## config.mk

```make
export PLATFORM = sky130hd
export DESIGN_NAME = pmtd_regs
export DESIGN_NICKNAME = d
export VERILOG_FILES = /design/src/logic/pmtd_pkg.sv /design/src/logic/pmtd_regs.sv /design/src/logic/pmtd_axil_slave.sv
export SDC_FILE = /design/constraint.sdc
export NUM_CORES = 1
export LEC_CHECK = 0
export ABC_AREA = 0
export BUFFER_PORTS_ARGS = -buffer_cell sky130_fd_sc_hd__buf_2
export CAP_MARGIN = 15
export CELL_PAD_IN_SITES_DETAIL_PLACEMENT = 2
export CELL_PAD_IN_SITES_GLOBAL_PLACEMENT = 2
export CORE_UTILIZATION = 33
export CTS_CLUSTER_DIAMETER = 100
export DETAILED_ROUTE_END_ITERATION = 10
export GPL_ROUTABILITY_DRIVEN = 0
export PLACE_DENSITY = 0.92
export SETUP_SLACK_MARGIN = 0.1
export SYNTH_ARGS = -nofsm -noshare
export SYNTH_HDL_FRONTEND = slang
export SYNTH_HIERARCHICAL = 1
export SYNTH_SLANG_ARGS = --single-unit
export TNS_END_PERCENT = 1
```

## constraint.sdc

```tcl
create_clock -name sys_clk -period 2.4 [get_ports sys_clk]
set_input_delay 0.24 -clock sys_clk [delete_from_list [all_inputs] [get_ports sys_clk]]
set_output_delay 0.24 -clock sys_clk [all_outputs]
set_load 0.01 [all_outputs]
```

## src/logic/pmtd_pkg.sv

```systemverilog
package pmtd_pkg;

    // ------------------------------------------------------------
    // Bus and register map
    // ------------------------------------------------------------
    localparam int unsigned ADDR_W = 32;
    localparam int unsigned DATA_W = 32;
    localparam logic [7:0] PWR_CTRL_IDX = 8'h1C;
    localparam logic [7:0] XDRV_IDX     = 8'h21 - 8'h01;
    localparam logic [7:0] YDRV_IDX     = 8'h21;
    // Byte address is four times the printed index
    localparam logic [31:0] PWR_CTRL_ADDR = {22'h000000, PWR_CTRL_IDX, 2'h0};
    localparam logic [31:0] XDRV_ADDR     = {22'h000000, XDRV_IDX, 2'h0};
    localparam logic [31:0] YDRV_ADDR     = {22'h000000, YDRV_IDX, 2'h0};
    localparam logic [1:0]  RESP_OKAY     = 2'h0;
    localparam logic [1:0]  RESP_SLVERR   = 2'h2;

    // ------------------------------------------------------------
    // Field positions and reset values
    // ------------------------------------------------------------
    localparam int unsigned WAKE_LSB  = 0;
    localparam int unsigned SNIFF_LSB = 4;
    localparam int unsigned HS_BIT    = 7;
    localparam int unsigned POS_BIT   = 2;
    localparam int unsigned NEG_BIT   = 3;
    localparam logic [2:0]  PWR_LOW       = 3'h0;
    localparam logic [2:0]  PWR_ULTRA_LOW = 3'h3;
    localparam logic [2:0]  PWR_PRECISION = 3'h4;
    localparam logic [2:0]  PWR_SET_RST   = PWR_LOW;
    localparam logic [7:0]  Y_READ_ACTIVE = 8'h80;
    localparam logic [7:0]  Y_READ_IDLE   = 8'h00;

    // ------------------------------------------------------------
    // Types
    // ------------------------------------------------------------
    typedef enum logic [2:0] {
        MODE_SLEEP   = 3'h0,
        MODE_STANDBY = 3'h1,
        MODE_SNIFF   = 3'h2,
        MODE_CONTINUOUS_WAKE_MODE   = 3'h5,
        MODE_SNIFF_WAKE_MODE   = 3'h6,
        MODE_TRIGGERED_SAMPLING_MODE    = 3'h7
    } pmtd_mode_t;

    typedef struct packed {
        logic [31:0] addr;
        logic [31:0] data;
        logic [3:0]  strb;
    } pmtd_regwr_t;

    typedef struct packed {
        logic xPos;
        logic xNeg;
        logic yPos;
        logic yNeg;
    } pmtd_drive_t;

endpackage

```

## src/logic/pmtd_regs.sv

```systemverilog
// The AXI4-Lite slave port was left to the implementer.
`timescale 1ns/1ps
module pmtd_regs
    import pmtd_pkg::*;
(
    input  wire logic        sys_clk,                // 100 MHz clock
    input  wire logic        rst_n,                  // Sync reset
    input  wire logic [31:0] s_axi_awaddr,           // Write address
    input  wire logic        s_axi_awvalid,          // Write address valid
    output logic             s_axi_awready,          // Write address ready
    input  wire logic [31:0] s_axi_wdata,            // Write data
    input  wire logic [3:0]  s_axi_wstrb,            // Byte enables
    input  wire logic        s_axi_wvalid,           // Write data valid
    output logic             s_axi_wready,           // Write data ready
    output logic [1:0]       s_axi_bresp,            // Write response
    output logic             s_axi_bvalid,           // Write response valid
    input  wire logic        s_axi_bready,           // Write response ready
    input  wire logic [31:0] s_axi_araddr,           // Read address
    input  wire logic        s_axi_arvalid,          // Read address valid
    output logic             s_axi_arready,          // Read address ready
    output logic [31:0]      s_axi_rdata,            // Read data
    output logic [1:0]       s_axi_rresp,            // Read response
    output logic             s_axi_rvalid,           // Read data valid
    input  wire logic        s_axi_rready,           // Read data ready
    input  wire logic [2:0]  operatingModeField,     // Current operating mode
    output logic [2:0]       activePowerSetting,     // Power setting in use
    output logic             serialHighSpeedEnable,  // Last written enable
    output pmtd_drive_t      drive                   // Test-drive controls
);

    pmtd_regwr_t wr;
    logic        wrEn;
    logic        wrHit;
    logic        rdEn;
    logic        rdHit;
    logic [31:0] rdData;
    logic        wrLane0;
    logic        modeActive;
    logic [2:0]  wakePowerSetting, next_wakePowerSetting;
    logic [2:0]  sniffPowerSetting, next_sniffPowerSetting;
    logic        next_serialHighSpeedEnable;
    logic [2:0]  next_activePowerSetting;
    pmtd_drive_t next_drive;

    // ------------------------------------------------------------
    // Bus front end
    // ------------------------------------------------------------
    pmtd_axil_slave u_slave (
        .sys_clk       (sys_clk),
        .rst_n         (rst_n),
        .s_axi_awaddr  (s_axi_awaddr),
        .s_axi_awvalid (s_axi_awvalid),
        .s_axi_awready (s_axi_awready),
        .s_axi_wdata   (s_axi_wdata),
        .s_axi_wstrb   (s_axi_wstrb),
        .s_axi_wvalid  (s_axi_wvalid),
        .s_axi_wready  (s_axi_wready),
        .s_axi_bresp   (s_axi_bresp),
        .s_axi_bvalid  (s_axi_bvalid),
        .s_axi_bready  (s_axi_bready),
        .s_axi_araddr  (s_axi_araddr),
        .s_axi_arvalid (s_axi_arvalid),
        .s_axi_arready (s_axi_arready),
        .s_axi_rdata   (s_axi_rdata),
        .s_axi_rresp   (s_axi_rresp),
        .s_axi_rvalid  (s_axi_rvalid),
        .s_axi_rready  (s_axi_rready),
        .wr            (wr),
        .wrEn          (wrEn),
        .wrHit         (wrHit),
        .rdEn          (rdEn),
        .rdData        (rdData),
        .rdHit         (rdHit)
    );

    // ------------------------------------------------------------
    // Address decode
    // ------------------------------------------------------------
    assign wrHit   = (wr.addr == PWR_CTRL_ADDR) || (wr.addr == XDRV_ADDR)
                  || (wr.addr == YDRV_ADDR);
    assign rdHit   = (s_axi_araddr == PWR_CTRL_ADDR) || (s_axi_araddr == XDRV_ADDR)
                  || (s_axi_araddr == YDRV_ADDR);
    // Registers are one byte wide, so only lane 0 carries them
    assign wrLane0 = wrEn && wr.strb[0];

    // Sleep and standby are the only idle modes
    assign modeActive = (operatingModeField != MODE_SLEEP)
                     && (operatingModeField != MODE_STANDBY);

    // ------------------------------------------------------------
    // Register writes
    // ------------------------------------------------------------
    // Reserved bits are not stored; software keeps them fixed
    always_comb begin
        next_wakePowerSetting      = wakePowerSetting;
        next_sniffPowerSetting     = sniffPowerSetting;
        next_serialHighSpeedEnable = serialHighSpeedEnable;
        next_drive                 = drive;
        if (wrLane0) begin
            case (wr.addr)
                PWR_CTRL_ADDR: begin
                    next_wakePowerSetting      = wr.data[WAKE_LSB +: 3];
                    next_sniffPowerSetting     = wr.data[SNIFF_LSB +: 3];
                    next_serialHighSpeedEnable = wr.data[HS_BIT];
                end
                XDRV_ADDR: begin
                    next_drive.xPos = wr.data[POS_BIT];
                    next_drive.xNeg = wr.data[NEG_BIT];
                end
                YDRV_ADDR: begin
                    next_drive.yPos = wr.data[POS_BIT];
                    next_drive.yNeg = wr.data[NEG_BIT];
                end
                default: begin
                    next_drive = drive;
                end
            endcase
        end
    end

    // ------------------------------------------------------------
    // Power setting in use
    // ------------------------------------------------------------
    // Idle modes keep the wake setting so the front end is ready to wake
    always_comb begin
        if (operatingModeField == MODE_SNIFF) begin
            next_activePowerSetting = sniffPowerSetting;
        end else begin
            next_activePowerSetting = wakePowerSetting;
        end
    end

    always_ff @(posedge sys_clk) begin
        if (!rst_n) begin
            wakePowerSetting      <= PWR_SET_RST;
            sniffPowerSetting     <= PWR_SET_RST;
            serialHighSpeedEnable <= 1'b0;
            drive                 <= '0;
            activePowerSetting    <= PWR_SET_RST;
        end else begin
            wakePowerSetting      <= next_wakePowerSetting;
            sniffPowerSetting     <= next_sniffPowerSetting;
            serialHighSpeedEnable <= next_serialHighSpeedEnable;
            drive                 <= next_drive;
            activePowerSetting    <= next_activePowerSetting;
        end
    end

    // ------------------------------------------------------------
    // Read mux
    // ------------------------------------------------------------
    always_comb begin
        rdData = 32'h00000000;
        case (s_axi_araddr)
            PWR_CTRL_ADDR: begin
                rdData[WAKE_LSB +: 3]  = wakePowerSetting;
                rdData[SNIFF_LSB +: 3] = sniffPowerSetting;
                rdData[HS_BIT]         = 1'b0;
            end
            YDRV_ADDR: begin
                rdData[7:0] = modeActive ? Y_READ_ACTIVE : Y_READ_IDLE;
            end
            default: begin
                rdData = 32'h00000000;
            end
        endcase
    end
endmodule

```

## src/logic/pmtd_axil_slave.sv

```systemverilog
`timescale 1ns/1ps
module pmtd_axil_slave
    import pmtd_pkg::*;
(
    input  wire logic        sys_clk,        // System clock
    input  wire logic        rst_n,          // Sync reset
    input  wire logic [31:0] s_axi_awaddr,   // Write address
    input  wire logic        s_axi_awvalid,  // Write address valid
    output logic             s_axi_awready,  // Write address ready
    input  wire logic [31:0] s_axi_wdata,    // Write data
    input  wire logic [3:0]  s_axi_wstrb,    // Byte enables
    input  wire logic        s_axi_wvalid,   // Write data valid
    output logic             s_axi_wready,   // Write data ready
    output logic [1:0]       s_axi_bresp,    // Write response
    output logic             s_axi_bvalid,   // Write response valid
    input  wire logic        s_axi_bready,   // Write response ready
    input  wire logic [31:0] s_axi_araddr,   // Read address
    input  wire logic        s_axi_arvalid,  // Read address valid
    output logic             s_axi_arready,  // Read address ready
    output logic [31:0]      s_axi_rdata,    // Read data
    output logic [1:0]       s_axi_rresp,    // Read response
    output logic             s_axi_rvalid,   // Read data valid
    input  wire logic        s_axi_rready,   // Read data ready
    output pmtd_regwr_t      wr,             // Held write request
    output logic             wrEn,           // Write commit pulse
    input  wire logic        wrHit,          // Write address mapped
    output logic             rdEn,           // Read accept pulse
    input  wire logic [31:0] rdData,         // Read value
    input  wire logic        rdHit           // Read address mapped
);

    logic        awHeld, next_awHeld;
    logic        wHeld, next_wHeld;
    pmtd_regwr_t next_wr;
    logic        next_awready, next_wready, next_arready;
    logic        next_bvalid, next_rvalid;
    logic [1:0]  next_bresp, next_rresp;
    logic [31:0] next_rdata;

    // ------------------------------------------------------------
    // Channel handshakes
    // ------------------------------------------------------------
    // Commit waits for a free response slot, so one write at a time
    assign wrEn = awHeld && wHeld && !s_axi_bvalid;
    assign rdEn = s_axi_arvalid && s_axi_arready;

    always_comb begin
        next_awHeld = awHeld;
        next_wHeld  = wHeld;
        next_wr     = wr;
        next_bvalid = s_axi_bvalid;
        next_bresp  = s_axi_bresp;
        next_rvalid = s_axi_rvalid;
        next_rresp  = s_axi_rresp;
        next_rdata  = s_axi_rdata;
        if (s_axi_awvalid && s_axi_awready) begin
            next_awHeld = 1'b1;
            next_wr.addr = s_axi_awaddr;
        end
        if (s_axi_wvalid && s_axi_wready) begin
            next_wHeld = 1'b1;
            next_wr.data = s_axi_wdata;
            next_wr.strb = s_axi_wstrb;
        end
        if (wrEn) begin
            next_awHeld = 1'b0;
            next_wHeld  = 1'b0;
            next_bvalid = 1'b1;
            next_bresp  = wrHit ? RESP_OKAY : RESP_SLVERR;
        end else if (s_axi_bvalid && s_axi_bready) begin
            next_bvalid = 1'b0;
        end
        if (rdEn) begin
            next_rvalid = 1'b1;
            next_rdata  = rdData;
            next_rresp  = rdHit ? RESP_OKAY : RESP_SLVERR;
        end else if (s_axi_rvalid && s_axi_rready) begin
            next_rvalid = 1'b0;
        end
        next_awready = !next_awHeld;
        next_wready  = !next_wHeld;
        next_arready = !next_rvalid;
    end

    always_ff @(posedge sys_clk) begin
        if (!rst_n) begin
            awHeld        <= 1'b0;
            wHeld         <= 1'b0;
            wr            <= '0;
            s_axi_awready <= 1'b0;
            s_axi_wready  <= 1'b0;
            s_axi_arready <= 1'b0;
            s_axi_bvalid  <= 1'b0;
            s_axi_bresp   <= RESP_OKAY;
            s_axi_rvalid  <= 1'b0;
            s_axi_rresp   <= RESP_OKAY;
            s_axi_rdata   <= '0;
        end else begin
            awHeld        <= next_awHeld;
            wHeld         <= next_wHeld;
            wr            <= next_wr;
            s_axi_awready <= next_awready;
            s_axi_wready  <= next_wready;
            s_axi_arready <= next_arready;
            s_axi_bvalid  <= next_bvalid;
            s_axi_bresp   <= next_bresp;
            s_axi_rvalid  <= next_rvalid;
            s_axi_rresp   <= next_rresp;
            s_axi_rdata   <= next_rdata;
        end
    end

endmodule

```

==> impl_table.tex <==
\begin{tabular}{lr}
\hline
Metric & Value \\
\hline
\multicolumn{2}{l}{\textbf{Global routing}} \\
Global router's overall resource usage & 18.9\% \\
Via count of the first global-routing pass & 3906 \\
Global-route congestion overflow total & 0 \\
Number of antenna violations at the first check in global routing & 1 \\
Wire length of the first global-routing pass & 18900 µm \\
Pin count of the biggest net entering global routing & 105 \\
\multicolumn{2}{l}{\textbf{Detailed routing}} \\
Total met3 wirelength after detailed routing & 490 µm \\
Top Metal Used & met5 \\
Drt wl/cell & 15.4 µm \\
Metal1 wirelength & 4750 µm \\
First drt pass iteration count & 7 \\
Met2 wirelength from detailed routing & 5910 µm \\
Number of design rule violations left after detail routing & 9 \\
Total routed wirelength & 11400 µm \\
Violation count after the first detailed-route iteration & 114 \\
Total number of vias & 3553 \\
Vias/cell & 4.81 \\
Number of nets with antenna violations after detailed routing & 0 \\
\multicolumn{2}{l}{\textbf{Place}} \\
Post-detail-place hpwl & 8510 µm \\
Worst slack after detailed placement & 511 ps \\
Instance area after placement & 4760 µm² \\
\# port buffers & 129 \\
Placed instance count & 723 \\
\multicolumn{2}{l}{\textbf{Outcome}} \\
Status & finished, violations left \\
Failing checks & DRC \\
\multicolumn{2}{l}{\textbf{STA}} \\
Max Clk Rate & 543 MHz \\
Relative slew margins & 55.0\% \\
Fraction of the cycle the final worst path needs & 76.8\% \\
Final Hold Slack & 134 ps \\
Min Tclk post-route & 1840 ps \\
PnR worst setup slack & 558 ps \\
Final Hold Vio Count & 0 \\
Final Max Slew Viols & 0 \\
Final TNS setup & 0 ps \\
RSZ-0062 raised after global routing & no \\
Number of endpoints failing setup at the final stage & 0 \\
Transition at the pin with the smallest max-transition slack & 673 ps \\
Setup skew after layout & 3.38 ps \\
\multicolumn{2}{l}{\textbf{Worst hold path}} \\
Worst Hold Path EP & u\_slave/wr[9]\$\_SDFFE\_PN0P\_ \\
Hold Crit Class & input pin to register \\
Worst Hold Path Cells & 3 \\
Hold\_sp & s\_axi\_wdata[5] \\
\multicolumn{2}{l}{\textbf{Clock network}} \\
Number of hold buffers added after cts & 0 \\
Clock network latency to the later pin of the worst-skew pair & 340 ps \\
Buffer cell driving the clock tree root & sky130\_fd\_sc\_hd\_\_clkbuf\_16 \\
Setup Buffers After CTS & 0 \\
Clock net sink count & 96 \\
CTS-repair resized insts & 0 \\
TritonCTS clock tree & built \\
Number of buffers added by the clock tree synthesis step & 9 \\
Clock transition at the register clock pins on the worst setup and hold paths after CTS & 60 ps \\
Max Root-Sink Buffers & 2 \\
H-Tree Level Count & 3 \\
\multicolumn{2}{l}{\textbf{Power and ir drop}} \\
Static leakage & 2.13 nW \\
Total power divided by cell area & 683 nW/µm² \\
Peak ir drop on the vdd network & 0.000280 V \\
Final Total Pwr & 3.45 mW \\
\multicolumn{2}{l}{\textbf{Floorplanning}} \\
Initial Util & 34.6\% \\
Core Region & 11600 µm² \\
Full die area & 12600 µm² \\
\# IOs & 159 \\
Horizontal die dimension & 112 µm \\
Row count & 39 \\
Vertical die dimension & 112 µm \\
\multicolumn{2}{l}{\textbf{Yosys}} \\
Synth warnings & 6 \\
Post-synth design cell area & 4020 µm² \\
Per-instance average area after synthesis & 8.88 µm² \\
Number of instances in the synthesized netlist & 452 \\
\multicolumn{2}{l}{\textbf{Setup path}} \\
Destination of the worst register-to-register timing path & wakePowerSetting[1]\$\_SDFFE\_PN0P\_ \\
Data arrival time of the critical path & 2100 ps \\
Kind of end point of the critical path & register \\
Type of the setup path with the least slack & register to register \\
Worst r2r path cells & 4 \\
Worst Path Max Fanout & 7 \\
Reg-to-reg startpoint & u\_slave/wr[45]\$\_SDFFE\_PN0P\_ \\
Required time of the critical path & 2660 ps \\
Reg2reg setup slack & 560 ps \\
Setup crit start kind & register \\
\multicolumn{2}{l}{\textbf{Finish}} \\
Most common library cell in the layout ignoring fill and taps & sky130\_fd\_sc\_hd\_\_nand2\_1 \\
Final instance count without filler cells & 739 \\
Top library cells by usage in the layout, fill and taps aside & sky130\_fd\_sc\_hd\_\_nand2\_1 (163), sky130\_fd\_sc\_hd\_\_buf\_2 (129), sky130\_fd\_sc\_hd\_\_dfxtp\_1 (96) \\
Antenna diodes & 0 \\
Fillers & 1333 \\
Synth-to-Final Area Change & 25.7\% \\
Post-layout utilization of the core & 43.5\% \\
Design area & 5050 µm² \\
Fraction of final layout cells sized beyond drive strength 1 & 29.7\% \\
Nets & 701 \\
\multicolumn{2}{l}{\textbf{Run}} \\
Count of max-cap constraint violations & 0 \\
\hline
\end{tabular}
==> cell type report <==
class / count / area, µm² / area share [%]
sequential: 96 / 1920 / 38.1
tap: 143 / 179 / 3.54
clock buffer: 14 / 274 / 5.43
clock inverter: 2 / 12.5 / 0.248
timing repair buffer: 133 / 688 / 13.6
inverter: 3 / 11.3 / 0.223
multi-input combinational: 348 / 1960 / 38.9
==> how the worst max path moves through the flow <==
stage | cells after the start | slack, ps | endpoint | startpoint
final | 4 | 560 | wakePowerSetting[1]$_SDFFE_PN0P_ | u_slave/wr[45]$_SDFFE_PN0P_
after global routing | 4 | 410 | wakePowerSetting[0]$_SDFFE_PN0P_ | u_slave/wr[45]$_SDFFE_PN0P_
after CTS | 4 | 500 | wakePowerSetting[0]$_SDFFE_PN0P_ | u_slave/wr[45]$_SDFFE_PN0P_
after detailed placement | 4 | 510 | wakePowerSetting[1]$_SDFFE_PN0P_ | u_slave/wr[45]$_SDFFE_PN0P_
after global placement | 7 | 670 | u_slave/s_axi_rdata[1]$_SDFFE_PN0P_ | s_axi_araddr[13]
after floorplan | 4 | 940 | serialHighSpeedEnable$_SDFFE_PN0P_ | u_slave/wr[63]$_SDFFE_PN0P_
==> critical path, cell delays in order, from the launching register on <==
cell	delay, ps
sky130_fd_sc_hd__dfxtp_1	330
sky130_fd_sc_hd__nor4_2	390
sky130_fd_sc_hd__nand4_2	280
sky130_fd_sc_hd__nor3_4	500
sky130_fd_sc_hd__mux2i_1	260
==> routing by layer <==
| metal | up-vias | global-route usage [%] |
|---|---|---|
| li1 | 1745 | - |
| met1 | 1707 | 21.6 |
| met2 | 83 | 35.1 |
| met3 | 16 | 3.13 |
| met4 | 2 | 7.38 |
| met5 | - | 0 |
==> power by group <==
group / switching [mW] / leakage, nW / internal (mW)
logic: 0.207 / 1.21 / 0.161
clock network: 0.592 / 0.139 / 0.787
registers: 0.0436 / 0.781 / 1.66
==> state kept, by name, summed over array words and instances (netlist names), 3 cells and up <==
register,count
u_slave/wr,41
u_slave/s_axi_rdata,32
drive,4
activePowerSetting,3
sniffPowerSetting,3
wakePowerSetting,3
Note: power is estimated with default switching activity, not from simulation.
